## config.mk

```make
export PLATFORM = sky130hd
export DESIGN_NAME = display_fan_command_decoder
export DESIGN_NICKNAME = d
export VERILOG_FILES = /design/src/hdl/display_fan_pkg.sv /design/src/hdl/display_fan_command_decoder.sv /design/src/hdl/eighth_tick.sv /design/src/hdl/bus_device_table.sv
export SDC_FILE = /design/constraint.sdc
export NUM_CORES = 2
export LEC_CHECK = 0
export ABC_CLOCK_PERIOD_IN_PS = 22200
export BUFFER_PORTS_ARGS = -buffer_cell sky130_fd_sc_hd__clkbuf_2
export CORE_UTILIZATION = 64
export CTS_BUF_LIST = sky130_fd_sc_hd__clkbuf_8
export CTS_CLUSTER_SIZE = 20
export DETAILED_ROUTE_END_ITERATION = 16
export GPL_TIMING_DRIVEN = 1
export HOLD_SLACK_MARGIN = 0.05
export PLACE_DENSITY = 0.83
export SETUP_SLACK_MARGIN = 0.3
export SLEW_MARGIN = 20
export SYNTH_ARGS = -nofsm -noshare
export SYNTH_HDL_FRONTEND = slang
export SYNTH_SLANG_ARGS = --single-unit
```

## constraint.sdc

```tcl
create_clock -name clk_in -period 22.2 [get_ports clk_in]
set_input_delay 5.55 -clock clk_in [delete_from_list [all_inputs] [get_ports clk_in]]
set_output_delay 5.55 -clock clk_in [all_outputs]
set_load 0.1 [all_outputs]
```

## src/hdl/display_fan_pkg.sv

```systemverilog
package display_fan_pkg;

   // timing
   localparam int CLK_HZ            = 32'h02FA_F080;
   localparam int MS_PER_S          = 32'h0000_03E8;
   localparam int US_PER_S          = 32'h000F_4240;
   localparam int EIGHTH_MS         = 32'h0000_007D;
   localparam int EIGHTH_CYCLES     = CLK_HZ / MS_PER_S * EIGHTH_MS;
   localparam int HOST_PULSE_US     = 32'h0000_0064;
   localparam int HOST_PULSE_CYCLES = CLK_HZ / US_PER_S * HOST_PULSE_US;
   localparam int ANSWER_MS         = 32'h0000_00FA;

   // command codes
   localparam logic [7:0] CMD_RESTART  = 8'h05;
   localparam logic [7:0] CMD_CLEAR    = 8'h06;
   localparam logic [7:0] CMD_LINE_TOP = 8'h07;
   localparam logic [7:0] CMD_LINE_BOT = 8'h08;
   localparam logic [7:0] CMD_GLYPH    = 8'h09;
   localparam logic [7:0] CMD_CURSOR   = 8'h0B;
   localparam logic [7:0] CMD_FAN_RPT  = 8'h10;
   localparam logic [7:0] CMD_FAN_PWR  = 8'h11;
   localparam logic [7:0] CMD_TABLE_RD = 8'h12;

   // answer codes
   localparam logic [7:0] RSP_FLAG   = 8'h40;
   localparam logic [7:0] ERR_FLAG   = 8'hC0;
   localparam logic [7:0] FAN_REPORT = 8'h81;

   // lengths
   localparam logic [4:0] LEN_NONE    = 5'h00;
   localparam logic [4:0] LEN_RESTART = 5'h03;
   localparam logic [4:0] LEN_LINE    = 5'h10;
   localparam logic [4:0] LEN_GLYPH   = 5'h09;
   localparam logic [4:0] LEN_CURSOR  = 5'h02;
   localparam logic [4:0] LEN_FAN_RPT = 5'h01;
   localparam logic [4:0] LEN_FAN_PWR = 5'h04;
   localparam logic [4:0] LEN_TABLE   = 5'h01;
   localparam logic [3:0] RLEN_NONE   = 4'h0;
   localparam logic [3:0] RLEN_FAN    = 4'h4;
   localparam logic [3:0] RLEN_TABLE  = 4'h9;

   // restart sub-codes, first data byte leftmost
   localparam logic [23:0] SEQ_REBOOT   = 24'h08_1263;
   localparam logic [23:0] SEQ_HOST_RST = 24'h0C_1C61;
   localparam logic [23:0] SEQ_HOST_OFF = 24'h03_0B5F;

   // display geometry and limits
   localparam logic [7:0] SPACE     = 8'h20;
   localparam logic [5:0] ROW_BASE1 = 6'h14;
   localparam logic [5:0] LAST_CELL = 6'h27;
   localparam logic [5:0] LAST_COL  = 6'h13;
   localparam logic [5:0] LAST_ROW8 = 6'h07;
   localparam logic [4:0] LEFT_PAD  = 5'h02;
   localparam logic [4:0] RIGHT_PAD = 5'h12;
   localparam logic [7:0] MAX_COL   = 8'h13;
   localparam logic [7:0] MAX_ROW   = 8'h01;
   localparam logic [7:0] MAX_GLYPH = 8'h07;
   localparam logic [7:0] MAX_INDEX = 8'h1F;
   localparam logic [7:0] MAX_POWER = 8'h64;
   localparam logic [6:0] FULL_PWR  = 7'h64;
   localparam logic [6:0] RST_PWR   = 7'h00;
   localparam int         BLINK_BIT = 32'h0000_0007;
   localparam int         SPARE_BIT = 32'h0000_0006;
   localparam int         FANS      = 32'h0000_0004;

   typedef enum logic [1:0] {
      ST_IDLE  = 2'b00,
      ST_WRITE = 2'b01,
      ST_RESP  = 2'b11,
      ST_TABLE = 2'b10
   } dec_state_e;

   typedef struct packed {
      logic [7:0]       kind;
      logic [4:0]       len;
      logic [15:0][7:0] data;
   } cmd_s;

   typedef struct packed {
      logic [7:0]      kind;
      logic [3:0]      len;
      logic [8:0][7:0] data;
   } rsp_s;

   typedef struct packed {
      logic [7:0]  tach_cycles;
      logic [15:0] timer_ticks;
   } fan_meas_s;

   typedef fan_meas_s [3:0] fan_meas_t;
   typedef logic [3:0][6:0] fan_levels_t;
   typedef logic [7:0][7:0] bus_id_t;

   typedef struct packed {
      logic [5:0] addr;
      logic [7:0] ch;
   } disp_wr_s;

   typedef struct packed {
      logic [2:0] idx;
      logic [2:0] row;
      logic [5:0] pix;
      logic       blink;
   } glyph_wr_s;

endpackage

```

## src/hdl/display_fan_command_decoder.sv

```systemverilog
// Overview of operation
// - type 5 with bytes 8,18,99 restarts the device as at power-on
// - type 5 with bytes 12,28,97 pulses the host reset line
// - type 5 with bytes 3,11,95 pulses the host power-off line
// - each accepted type 5 request gets answer type 0x45, no data
// - clear fills all character cells with space, cursor to 0,0
// - top line takes 16 bytes centred, two blanks each side
// - bottom line takes 16 bytes centred, two blanks each side
// - glyph gets eight rows 0..63, first row top, msb leftmost
// - bit 7 set in a glyph row makes that whole row blink
// - cursor command gives column 0..19 and row 0..1
// - bits 3..0 of the first fan-report byte pick the fans reported every 500 ms
// - reports for different fans are staggered by 1/8 second
// - a reported fan runs at full power during its 1/8 slot
// - fan power takes four levels 0..100, fan 1 first
// - at power-up the single-wire bus is enumerated into a table
// - a device restart enumerates the single-wire bus again
// - table query takes index 0..31, answers index plus 8 id bytes
// - first identifier byte is the family code
// - answers echo low six type bits; top bits mark error or not
// - every command is answered well within 250 ms
module display_fan_command_decoder #(
   parameter int EIGHTH_CYCLES     = display_fan_pkg::EIGHTH_CYCLES,
   parameter int HOST_PULSE_CYCLES = display_fan_pkg::HOST_PULSE_CYCLES
) (
   input  wire logic                         clk_in,
   input  wire logic                         reset_in,
   input  wire logic                         cmd_valid_in,
   input  wire display_fan_pkg::cmd_s        cmd_in,
   output logic                              cmd_ready_out,
   input  wire logic                         rsp_ready_in,
   output logic                              rsp_valid_out,
   output display_fan_pkg::rsp_s             rsp_out,
   input  wire display_fan_pkg::fan_meas_t   fan_meas_in,
   output display_fan_pkg::fan_levels_t      fan_power_out,
   output logic                              disp_we_out,
   output display_fan_pkg::disp_wr_s         disp_wr_out,
   output logic                              glyph_we_out,
   output display_fan_pkg::glyph_wr_s        glyph_wr_out,
   output logic [4:0]                        cursor_col_out,
   output logic                              cursor_row_out,
   output logic                              host_reset_out,
   output logic                              host_power_off_out,
   output logic                              device_restart_out,
   output logic                              bus_enum_start_out,
   input  wire logic                         bus_id_we_in,
   input  wire logic [4:0]                   bus_id_idx_in,
   input  wire display_fan_pkg::bus_id_t     bus_id_in
);

   typedef struct packed {
      display_fan_pkg::dec_state_e  st;
      display_fan_pkg::cmd_s        cmd;
      logic [5:0]                   cnt;
      display_fan_pkg::rsp_s        ack;
      display_fan_pkg::rsp_s        rsp;
      logic                         rsp_valid;
      logic                         ready;
      logic                         disp_we;
      display_fan_pkg::disp_wr_s    disp;
      logic                         glyph_we;
      display_fan_pkg::glyph_wr_s   glyph;
      logic [4:0]                   cur_col;
      logic                         cur_row;
      display_fan_pkg::fan_levels_t power;
      display_fan_pkg::fan_levels_t drive;
      logic [3:0]                   rpt_mask;
      logic [1:0]                   slot;
      logic                         rpt_pend;
      logic [1:0]                   rpt_fan;
      logic                         host_rst;
      logic                         host_off;
      logic [15:0]                  pulse_cnt;
      logic                         restart_pend;
      logic                         restart;
      logic                         enum_start;
      logic                         boot;
   } dec_s;

   dec_s                     s_ff;
   dec_s                     nxt_s;
   logic                     tick;
   logic                     free;
   logic [4:0]               col;
   display_fan_pkg::bus_id_t tbl_id;

   // checks length and every parameter range of a command
   function automatic logic cmd_ok(input display_fan_pkg::cmd_s c);
      logic ok;
      ok = 1'b0;
      case (c.kind)
         display_fan_pkg::CMD_RESTART: begin
            ok = (c.len == display_fan_pkg::LEN_RESTART) &&
                 ({c.data[0], c.data[1], c.data[2]} ==
                     display_fan_pkg::SEQ_REBOOT ||
                  {c.data[0], c.data[1], c.data[2]} ==
                     display_fan_pkg::SEQ_HOST_RST ||
                  {c.data[0], c.data[1], c.data[2]} ==
                     display_fan_pkg::SEQ_HOST_OFF);
         end
         display_fan_pkg::CMD_CLEAR: begin
            ok = (c.len == display_fan_pkg::LEN_NONE);
         end
         display_fan_pkg::CMD_LINE_TOP,
         display_fan_pkg::CMD_LINE_BOT: begin
            ok = (c.len == display_fan_pkg::LEN_LINE);
         end
         display_fan_pkg::CMD_GLYPH: begin
            ok = (c.len == display_fan_pkg::LEN_GLYPH) &&
                 (c.data[0] <= display_fan_pkg::MAX_GLYPH);
            for (int i = 1; i < 9; i++) begin
               if (c.data[i][display_fan_pkg::SPARE_BIT]) begin
                  ok = 1'b0;
               end
            end
         end
         display_fan_pkg::CMD_CURSOR: begin
            ok = (c.len == display_fan_pkg::LEN_CURSOR) &&
                 (c.data[0] <= display_fan_pkg::MAX_COL) &&
                 (c.data[1] <= display_fan_pkg::MAX_ROW);
         end
         display_fan_pkg::CMD_FAN_RPT: begin
            ok = (c.len == display_fan_pkg::LEN_FAN_RPT);
         end
         display_fan_pkg::CMD_FAN_PWR: begin
            ok = (c.len == display_fan_pkg::LEN_FAN_PWR);
            for (int i = 0; i < display_fan_pkg::FANS; i++) begin
               if (c.data[i] > display_fan_pkg::MAX_POWER) begin
                  ok = 1'b0;
               end
            end
         end
         display_fan_pkg::CMD_TABLE_RD: begin
            ok = (c.len == display_fan_pkg::LEN_TABLE) &&
                 (c.data[0] <= display_fan_pkg::MAX_INDEX);
         end
         default: begin
            ok = 1'b0;
         end
      endcase
      return ok;
   endfunction

   // empty answer with the command's low six type bits
   function automatic display_fan_pkg::rsp_s mk_ack(input logic [7:0] k,
                                                    input logic       ok);
      display_fan_pkg::rsp_s r;
      r = '0;
      r.kind = (ok ? display_fan_pkg::RSP_FLAG : display_fan_pkg::ERR_FLAG)
               | {2'b00, k[5:0]};
      r.len = display_fan_pkg::RLEN_NONE;
      return r;
   endfunction

   // linear character cell address from row and column
   function automatic logic [5:0] cell_addr(input logic       row,
                                            input logic [4:0] c);
      return row ? 6'(c) + display_fan_pkg::ROW_BASE1 : 6'(c);
   endfunction

   eighth_tick #(
      .PERIOD   (EIGHTH_CYCLES)
   ) u_tick (
      .clk_in   (clk_in),
      .reset_in (reset_in),
      .tick_out (tick)
   );

   bus_device_table u_table (
      .clk_in    (clk_in),
      .wr_en_in  (bus_id_we_in),
      .wr_idx_in (bus_id_idx_in),
      .wr_id_in  (bus_id_in),
      .rd_idx_in (s_ff.cmd.data[0][4:0]),
      .rd_id_out (tbl_id)
   );

   assign free = !s_ff.rsp_valid || rsp_ready_in;
   assign col  = s_ff.cnt[4:0];

   // command sequencing, answers, reports and fan drive
   always_comb begin
      nxt_s = s_ff;
      nxt_s.disp_we = 1'b0;
      nxt_s.glyph_we = 1'b0;
      nxt_s.restart = 1'b0;
      nxt_s.enum_start = s_ff.boot;
      nxt_s.boot = 1'b0;
      if (s_ff.rsp_valid && rsp_ready_in) begin
         nxt_s.rsp_valid = 1'b0;
      end
      // host line pulse length
      if (s_ff.pulse_cnt != '0) begin
         nxt_s.pulse_cnt = s_ff.pulse_cnt - 16'h0001;
      end else begin
         nxt_s.host_rst = 1'b0;
         nxt_s.host_off = 1'b0;
      end
      case (s_ff.st)
         display_fan_pkg::ST_IDLE: begin
            if (cmd_valid_in && s_ff.ready) begin
               nxt_s.cmd = cmd_in;
               nxt_s.cnt = '0;
               nxt_s.ack = mk_ack(cmd_in.kind, cmd_ok(cmd_in));
               nxt_s.st = display_fan_pkg::ST_RESP;
               if (!cmd_ok(cmd_in)) begin
                  nxt_s.st = display_fan_pkg::ST_RESP;
               end else begin
                  case (cmd_in.kind)
                     display_fan_pkg::CMD_RESTART: begin
                        case ({cmd_in.data[0], cmd_in.data[1],
                               cmd_in.data[2]})
                           display_fan_pkg::SEQ_HOST_RST: begin
                              nxt_s.host_rst = 1'b1;
                              nxt_s.pulse_cnt =
                                 16'(HOST_PULSE_CYCLES - 1);
                           end
                           display_fan_pkg::SEQ_HOST_OFF: begin
                              nxt_s.host_off = 1'b1;
                              nxt_s.pulse_cnt =
                                 16'(HOST_PULSE_CYCLES - 1);
                           end
                           default: begin
                              nxt_s.restart_pend = 1'b1;
                           end
                        endcase
                     end
                     display_fan_pkg::CMD_CURSOR: begin
                        nxt_s.cur_col = cmd_in.data[0][4:0];
                        nxt_s.cur_row = cmd_in.data[1][0];
                     end
                     display_fan_pkg::CMD_FAN_RPT: begin
                        nxt_s.rpt_mask = (cmd_in.data[0] != 8'h00) ?
                                         cmd_in.data[0][3:0] : 4'h0;
                     end
                     display_fan_pkg::CMD_FAN_PWR: begin
                        for (int i = 0; i < display_fan_pkg::FANS; i++) begin
                           nxt_s.power[i] = cmd_in.data[i][6:0];
                        end
                     end
                     display_fan_pkg::CMD_TABLE_RD: begin
                        nxt_s.st = display_fan_pkg::ST_TABLE;
                     end
                     default: begin
                        nxt_s.st = display_fan_pkg::ST_WRITE;
                     end
                  endcase
               end
            end
         end
         display_fan_pkg::ST_WRITE: begin
            nxt_s.cnt = s_ff.cnt + 6'h01;
            case (s_ff.cmd.kind)
               display_fan_pkg::CMD_CLEAR: begin
                  nxt_s.disp_we = 1'b1;
                  nxt_s.disp.addr = s_ff.cnt;
                  nxt_s.disp.ch = display_fan_pkg::SPACE;
                  if (s_ff.cnt == display_fan_pkg::LAST_CELL) begin
                     nxt_s.cur_col = '0;
                     nxt_s.cur_row = 1'b0;
                     nxt_s.st = display_fan_pkg::ST_RESP;
                  end
               end
               display_fan_pkg::CMD_GLYPH: begin
                  nxt_s.glyph_we = 1'b1;
                  nxt_s.glyph.idx = s_ff.cmd.data[0][2:0];
                  nxt_s.glyph.row = s_ff.cnt[2:0];
                  nxt_s.glyph.pix = s_ff.cmd.data[4'(s_ff.cnt + 6'h01)][5:0];
                  nxt_s.glyph.blink = s_ff.cmd.data[4'(s_ff.cnt + 6'h01)]
                                      [display_fan_pkg::BLINK_BIT];
                  if (s_ff.cnt == display_fan_pkg::LAST_ROW8) begin
                     nxt_s.st = display_fan_pkg::ST_RESP;
                  end
               end
               default: begin
                  // line writes, centred with blank margins
                  nxt_s.disp_we = 1'b1;
                  nxt_s.disp.addr = cell_addr(
                     s_ff.cmd.kind == display_fan_pkg::CMD_LINE_BOT, col);
                  if (col < display_fan_pkg::LEFT_PAD ||
                      col >= display_fan_pkg::RIGHT_PAD) begin
                     nxt_s.disp.ch = display_fan_pkg::SPACE;
                  end else begin
                     nxt_s.disp.ch =
                        s_ff.cmd.data[4'(col - display_fan_pkg::LEFT_PAD)];
                  end
                  if (s_ff.cnt == display_fan_pkg::LAST_COL) begin
                     nxt_s.st = display_fan_pkg::ST_RESP;
                  end
               end
            endcase
         end
         display_fan_pkg::ST_TABLE: begin
            // one cycle for the registered table read
            nxt_s.cnt = s_ff.cnt + 6'h01;
            if (s_ff.cnt != '0) begin
               nxt_s.ack.len = display_fan_pkg::RLEN_TABLE;
               nxt_s.ack.data[0] = s_ff.cmd.data[0];
               for (int i = 0; i < 8; i++) begin
                  nxt_s.ack.data[i + 1] = tbl_id[i];
               end
               nxt_s.st = display_fan_pkg::ST_RESP;
            end
         end
         display_fan_pkg::ST_RESP: begin
            if (free) begin
               nxt_s.rsp = s_ff.ack;
               nxt_s.rsp_valid = 1'b1;
               nxt_s.st = display_fan_pkg::ST_IDLE;
               if (s_ff.restart_pend) begin
                  // restart in the same cycle its answer is put out
                  nxt_s.restart_pend = 1'b0;
                  nxt_s.restart = 1'b1;
                  nxt_s.enum_start = 1'b1;
                  nxt_s.power = {display_fan_pkg::FANS{display_fan_pkg::RST_PWR}};
                  nxt_s.rpt_mask = '0;
                  nxt_s.rpt_pend = 1'b0;
                  nxt_s.cur_col = '0;
                  nxt_s.cur_row = 1'b0;
               end
            end
         end
         default: begin
            nxt_s.st = display_fan_pkg::ST_IDLE;
         end
      endcase
      // a pending fan report uses the channel when no answer waits
      if (s_ff.st != display_fan_pkg::ST_RESP && free && s_ff.rpt_pend) begin
         nxt_s.rpt_pend = 1'b0;
         nxt_s.rsp_valid = 1'b1;
         nxt_s.rsp = '0;
         nxt_s.rsp.kind = display_fan_pkg::FAN_REPORT;
         nxt_s.rsp.len = display_fan_pkg::RLEN_FAN;
         nxt_s.rsp.data[0] = {6'h00, s_ff.rpt_fan};
         nxt_s.rsp.data[1] = fan_meas_in[s_ff.rpt_fan].tach_cycles;
         nxt_s.rsp.data[2] = fan_meas_in[s_ff.rpt_fan].timer_ticks[15:8];
         nxt_s.rsp.data[3] = fan_meas_in[s_ff.rpt_fan].timer_ticks[7:0];
      end
      // each eighth second moves to the next fan slot
      if (tick) begin
         nxt_s.slot = s_ff.slot + 2'b01;
         if (nxt_s.rpt_mask[nxt_s.slot]) begin
            nxt_s.rpt_pend = 1'b1;
            nxt_s.rpt_fan = nxt_s.slot;
         end
      end
      // reported fan runs flat out during its own slot
      for (int i = 0; i < display_fan_pkg::FANS; i++) begin
         nxt_s.drive[i] = (nxt_s.rpt_mask[i] && nxt_s.slot == 2'(i)) ?
                          display_fan_pkg::FULL_PWR : nxt_s.power[i];
      end
      nxt_s.ready = (nxt_s.st == display_fan_pkg::ST_IDLE);
   end

   // state register; boot flag starts the first enumeration
   always_ff @(posedge clk_in or posedge reset_in) begin
      if (reset_in) begin
         s_ff <= '0;
         s_ff.boot <= 1'b1;
      end else begin
         s_ff <= nxt_s;
      end
   end

   assign cmd_ready_out      = s_ff.ready;
   assign rsp_valid_out      = s_ff.rsp_valid;
   assign rsp_out            = s_ff.rsp;
   assign fan_power_out      = s_ff.drive;
   assign disp_we_out        = s_ff.disp_we;
   assign disp_wr_out        = s_ff.disp;
   assign glyph_we_out       = s_ff.glyph_we;
   assign glyph_wr_out       = s_ff.glyph;
   assign cursor_col_out     = s_ff.cur_col;
   assign cursor_row_out     = s_ff.cur_row;
   assign host_reset_out     = s_ff.host_rst;
   assign host_power_off_out = s_ff.host_off;
   assign device_restart_out = s_ff.restart;
   assign bus_enum_start_out = s_ff.enum_start;

endmodule

```

## src/hdl/eighth_tick.sv

```systemverilog
module eighth_tick #(
   parameter int PERIOD = display_fan_pkg::EIGHTH_CYCLES
) (
   input  wire logic clk_in,
   input  wire logic reset_in,
   output logic      tick_out
);

   typedef struct packed {
      logic [22:0] cnt;
      logic        tick;
   } tick_s;

   tick_s s_ff;
   tick_s nxt_s;

   // free running period counter, one pulse per wrap
   always_comb begin
      nxt_s = s_ff;
      nxt_s.tick = 1'b0;
      if (s_ff.cnt == 23'(PERIOD - 1)) begin
         nxt_s.cnt = '0;
         nxt_s.tick = 1'b1;
      end else begin
         nxt_s.cnt = s_ff.cnt + 23'h00_0001;
      end
   end

   always_ff @(posedge clk_in or posedge reset_in) begin
      if (reset_in) begin
         s_ff <= '0;
      end else begin
         s_ff <= nxt_s;
      end
   end

   assign tick_out = s_ff.tick;

endmodule

```

## src/hdl/bus_device_table.sv

```systemverilog
module bus_device_table (
   input  wire logic                      clk_in,
   input  wire logic                      wr_en_in,
   input  wire logic [4:0]                wr_idx_in,
   input  wire display_fan_pkg::bus_id_t  wr_id_in,
   input  wire logic [4:0]                rd_idx_in,
   output display_fan_pkg::bus_id_t       rd_id_out
);

   display_fan_pkg::bus_id_t mem [32];
   display_fan_pkg::bus_id_t rd_ff;

   // identifier store with registered read
   always_ff @(posedge clk_in) begin
      if (wr_en_in) begin
         mem[wr_idx_in] <= wr_id_in;
      end
      rd_ff <= mem[rd_idx_in];
   end

   assign rd_id_out = rd_ff;

endmodule

```

Word level (Yosys, flattened, before mapping)
Memory sizes are Yosys's and may differ from the RTL's. A register that Yosys moved wholly into a read port is not among the register bits.
Cells that the tools add are included.
- div/mod/pow operators: 0
- shift-type cells: 0
- equality and inequality tests: 42
- multiply operators: 0
- order comparisons: 14
- bitwise gates (word level): 2
- multiplexer cells: 91
- add/sub/neg operators: 6
- reduce and logical (&&, ||, !) cells: 44
- operator list (cell ; count):
    $mux W85 ; 3
    $mux W233 ; 1
    $pmux W76 S2 ; 1
    $mux W34 ; 4
    $mux W76 ; 1
    $bmux W8 S4 ; 2
    $mux W19 ; 3
    $pmux W28 S2 ; 1
    $bmux W24 S2 ; 1
    $eq A24 B20 Y1 const B ; 2
    $eq A8 B4 Y1 const B ; 5
    $eq A8 B3 Y1 const B ; 4
    $gt A8 B7 Y1 const B ; 4
    $mux W16 ; 2
    $mux W8 ; 4
    $pmux W15 S2 ; 1
    $mux W29 ; 1
    $mux W28 ; 1
    $mux W7 ; 4
    $mux W1 ; 26
    $eq A24 B18 Y1 const B ; 1
    $eq A8 B5 Y1 const B ; 3
    $mux W24 ; 1
    $mux W4 ; 6
    other kinds (59) ; 117
- memories: 1
- latch bits: 0
- ROM bits: 0
- input port bits: 311
- flip-flop bits (word level): 465
- word-level logic and storage cells: 275
- memory bits (writable): 2048
- output and inout bits: 153
- memories (name ; words ; bits a word ; rd ports ; clocked after memory_dff ; write ports ; RTL line ; text):
    u_table.mem ; 32 ; 64 ; 1 ; 1 ; 1 ; bus_device_table.sv:10 ; display_fan_pkg::bus_id_t mem [32];

Longest topological paths before layout
- depth in word-level cells: 23
- mapped depth: 11

Cells and area by module
Synthesis repeated with hierarchy kept, for this count alone.
- cells, all modules: 4969
- area, all modules: 101388.5 µm²
- modules (own cells, without submodules) (module ; seq. area each (µm²) ; instances ; cells an instance ; area an instance (µm²)):
    bus_device_table ; 62780.2 ; 1 ; 3096 ; 78964.5
    display_fan_command_decoder ; 10661.5 ; 1 ; 1765 ; 21221.6
    eighth_tick ; 600.6 ; 1 ; 108 ; 1202.4

Least setup slack after synthesis
No wires, ideal clock.
- path type: input -> register
- start point: input bus_id_idx_in[1]
- end point: memory u_table.mem[12][0] (netlist bit) (enable)
- stages on the path: 3
- buffers on the path: 1
- arrival time: 8886 ps
- data required time: 21714 ps
- setup time: 486 ps
- path slack: 12828 ps
- path through: or3b_2 clkbuf_1 nor2_1
- RTL lines (what ; RTL line ; text):
    from (decl) ; display_fan_command_decoder.sv:47 ; input wire logic [4:0] bus_id_idx_in,
    to (decl) ; bus_device_table.sv:10 ;
No word-level cell before the write port.

==> results.toml <==
[setup_path]
r2r_cells = 7
worstPathArrival_ps = 8850
cp_max_fo = 28
reg2reg_from = "s_ff[298]"
start_kind = "primary input"
criticalPathCategory = "in2reg"
end_kind = "flop"
r2r-end = "u_table.rd_id_out[1]"
r2r_slack_ps = 16220
critPathRequiredTime_ps = 23120

[power_and_ir_drop]
p_leak_nw = 39.1
p_per_area_nw_per_um2 = 81.8
peakVddDrop_mv = 0.0740
fin_total_pwr_mw = 9.18

[layout]
nets = 5698
post-route-util = 0.718
syn_to_final_growth_pct = 11.3
fillers = 8465
final_cells = 7750
drive_gt1_frac = 0.363

[yosys]
ys_ff_latch = 2562
synth_nets = 5152
ys_dominant_reg_cell = "edfxtp_1"
seq_area_frac_synth = 0.734
synth_top_area_cell = "edfxtp_1"
yosysMostFrequentCell = "edfxtp_1"
synth_area_leaders = "edfxtp_1 (61%), mux4_2 (16%), dfrtp_1 (11%)"
synthArstFlopShare = 0.176
synth-edff-count = 2048
syn_inst = 4827
ys.warnings.count = 0
avgSynthCellArea_um2 = 20.9
synth.distinct_cells = 73
synthTopCellsByCount = "edfxtp_1 (2048), mux4_2 (732), dfrtp_1 (449)"
syn_area_um2 = 101000
netlist.area_leader.share = 0.610

[cts]
cts_hold_buf = 0
cts_tree = "done"
cts_setup_buffers = 0
cts_resized = 0
cts_sinks = 2562
cts_root_buf = "clkbuf_8"
clock_latency_ps = 1070
ctsLongestPathBuffers = 4
h-tree-depth = 5
path_clk_slew_ps = 60
numCtsBuffers = 400

[route]
dr.pass1.iters = 5
wl_per_cell_um = 34.0
routed_wl_um = 263000
dr_total_vias = 53200
via_per_inst = 6.87
drtIter0Drc = 7787
drc_errors = 0
ant_nets = 0

[floorplan]
chipHeight_um = 399
pin_count = 464
die_width_um = 399
row_count = 145
die_area_um2 = 159000
start_util = 0.645
fp.coreArea_um2 = 156000

[sta]
hold_violations = 0
period_minus_slack_ps = 7930
finClkSkew_ps = 64.1
setup_viol = 0
relSlewSlack = 0.205
worst_slack_ps = 14270
drv_slew = 0
fmax_ghz = 0.126
finalSetupTns_ps = 0
worst-slew-pin-transition_ps = 1190
period_share = 0.357
rsz0062_at_grt = "false"

[grt]
grt_pass1_wl_um = 375000
grt_use_total = 0.334
antenna_found_initial = 23
grt_pass1_vias = 54300
overflow = 0
grt_max_degree = 180

[min_path]
worstHoldPathType = "reg2reg"
worstHoldEndpoint = "s_ff[216]"
min_path_cells = 1
hp-start = "u_table.rd_id_out[0]"

[placed_design]
pre_cts_slack_ps = 13210
place_hpwl_um = 155000
dp_cells = 7024
gp_congestion = 0.898
io_buffers = 463

[run]
drv_cap = 0

[status]
status = "finished clean"
power by group:
group	internal (mW)	switching (mW)
logic	0.0457	0.134
clock network	1.94	1.81
registers	5.24	0.0154
stage by stage:
| stage | cell area [um2] | hold WS [ps] |
|---|---|---|
| floorplan | 101000 | 427 |
| global placement | 105000 | 431 |
| detailed placement | 105000 | 431 |
| CTS | 112000 | 439 |
| global route | 112000 | 452 |
| finish | 112000 | 432 |
sequential cells by signal (all words and copies together), names as in the netlist, 5 cells and up:
| register | flops |
|---|---|
| cursor_col_out | 5 |
| u_table.rd_id_out | 64 |
| col | 5 |
| disp_wr_out | 14 |
| u_tick.s_ff | 23 |
| s_ff | 269 |
| u_table.mem | 2048 |
| rsp_out | 83 |
| glyph_wr_out | 13 |
| fan_power_out | 28 |
worst max-delay path by stage:
| stage | start | slack (ps) | end | cells past startpoint |
|---|---|---|---|---|
| final | cmd_in[128] | 14270 | fan_power_out[26] | 9 |
| after global routing | cmd_in[137] | 14160 | fan_power_out[26] | 9 |
| after CTS | cmd_in[128] | 14360 | fan_power_out[26] | 9 |
| after detailed placement | cmd_in[128] | 13210 | fan_power_out[26] | 9 |
| after global placement | cmd_in[128] | 13210 | fan_power_out[26] | 9 |
| after floorplan | reset_in | 4110 | bus_enum_start_out | 1 |
critical path: stages:
cell and delay, ps:
clkbuf_2 160, or3_1 430, or2_2 290, a2111oi_1 620, a2111oi_4 200, a21oi_4 830
mux2_2 420, a22o_1 190, nand2b_1 150
area by class of cell:
cell class | count | area, um2 | share of cell area
Antenna cell | 12 | 30.0 | 0.000267
Clock buffer | 437 | 6010 | 0.0536
Clock inverter | 272 | 1420 | 0.0126
Inverter | 30 | 120 | 0.00107
Multi-Input combinational cell | 1828 | 24900 | 0.222
Sequential cell | 2562 | 74100 | 0.660
Tap cell | 2058 | 2570 | 0.0229
Timing Repair Buffer | 551 | 3140 | 0.0280
routing by layer:
layer  track usage  wire length (um)
met5             0               104
met4         0.141             11400
met3        0.0845             30700
met2         0.532            128000
met1         0.446             92900
cell families after synthesis:
family / synth area share
fa+ha+maj: 0.00174
other cells: 0.0000372
xor+xnor: 0.00365
simple gates: 0.0230
buf+inv: 0.0218
flops: 0.734
compound gates: 0.0261
mux: 0.189
cell usage in the layout, fill, tap and decap left out, types with 13 or more instances in the layout:
cell,n
and3_1,14
o21ai_0,82
nor2b_1,61
and2_1,19
buf_4,74
clkinv_2,35
nor2_4,33
mux2_2,210
dfrtp_1,440
clkinv_1,86
a22oi_1,26
xnor2_1,23
clkbuf_2,463
a21oi_1,37
dfxtp_1,64
edfxtp_1,2048
nand2_1,117
nand3_1,38
a22o_1,163
nor2_1,63
nand2b_1,19
inv_1,159
xor2_1,17
mux4_2,732
ha_1,13
clkbuf_8,437
mux2_1,20
(Power assumes the default switching activity.)
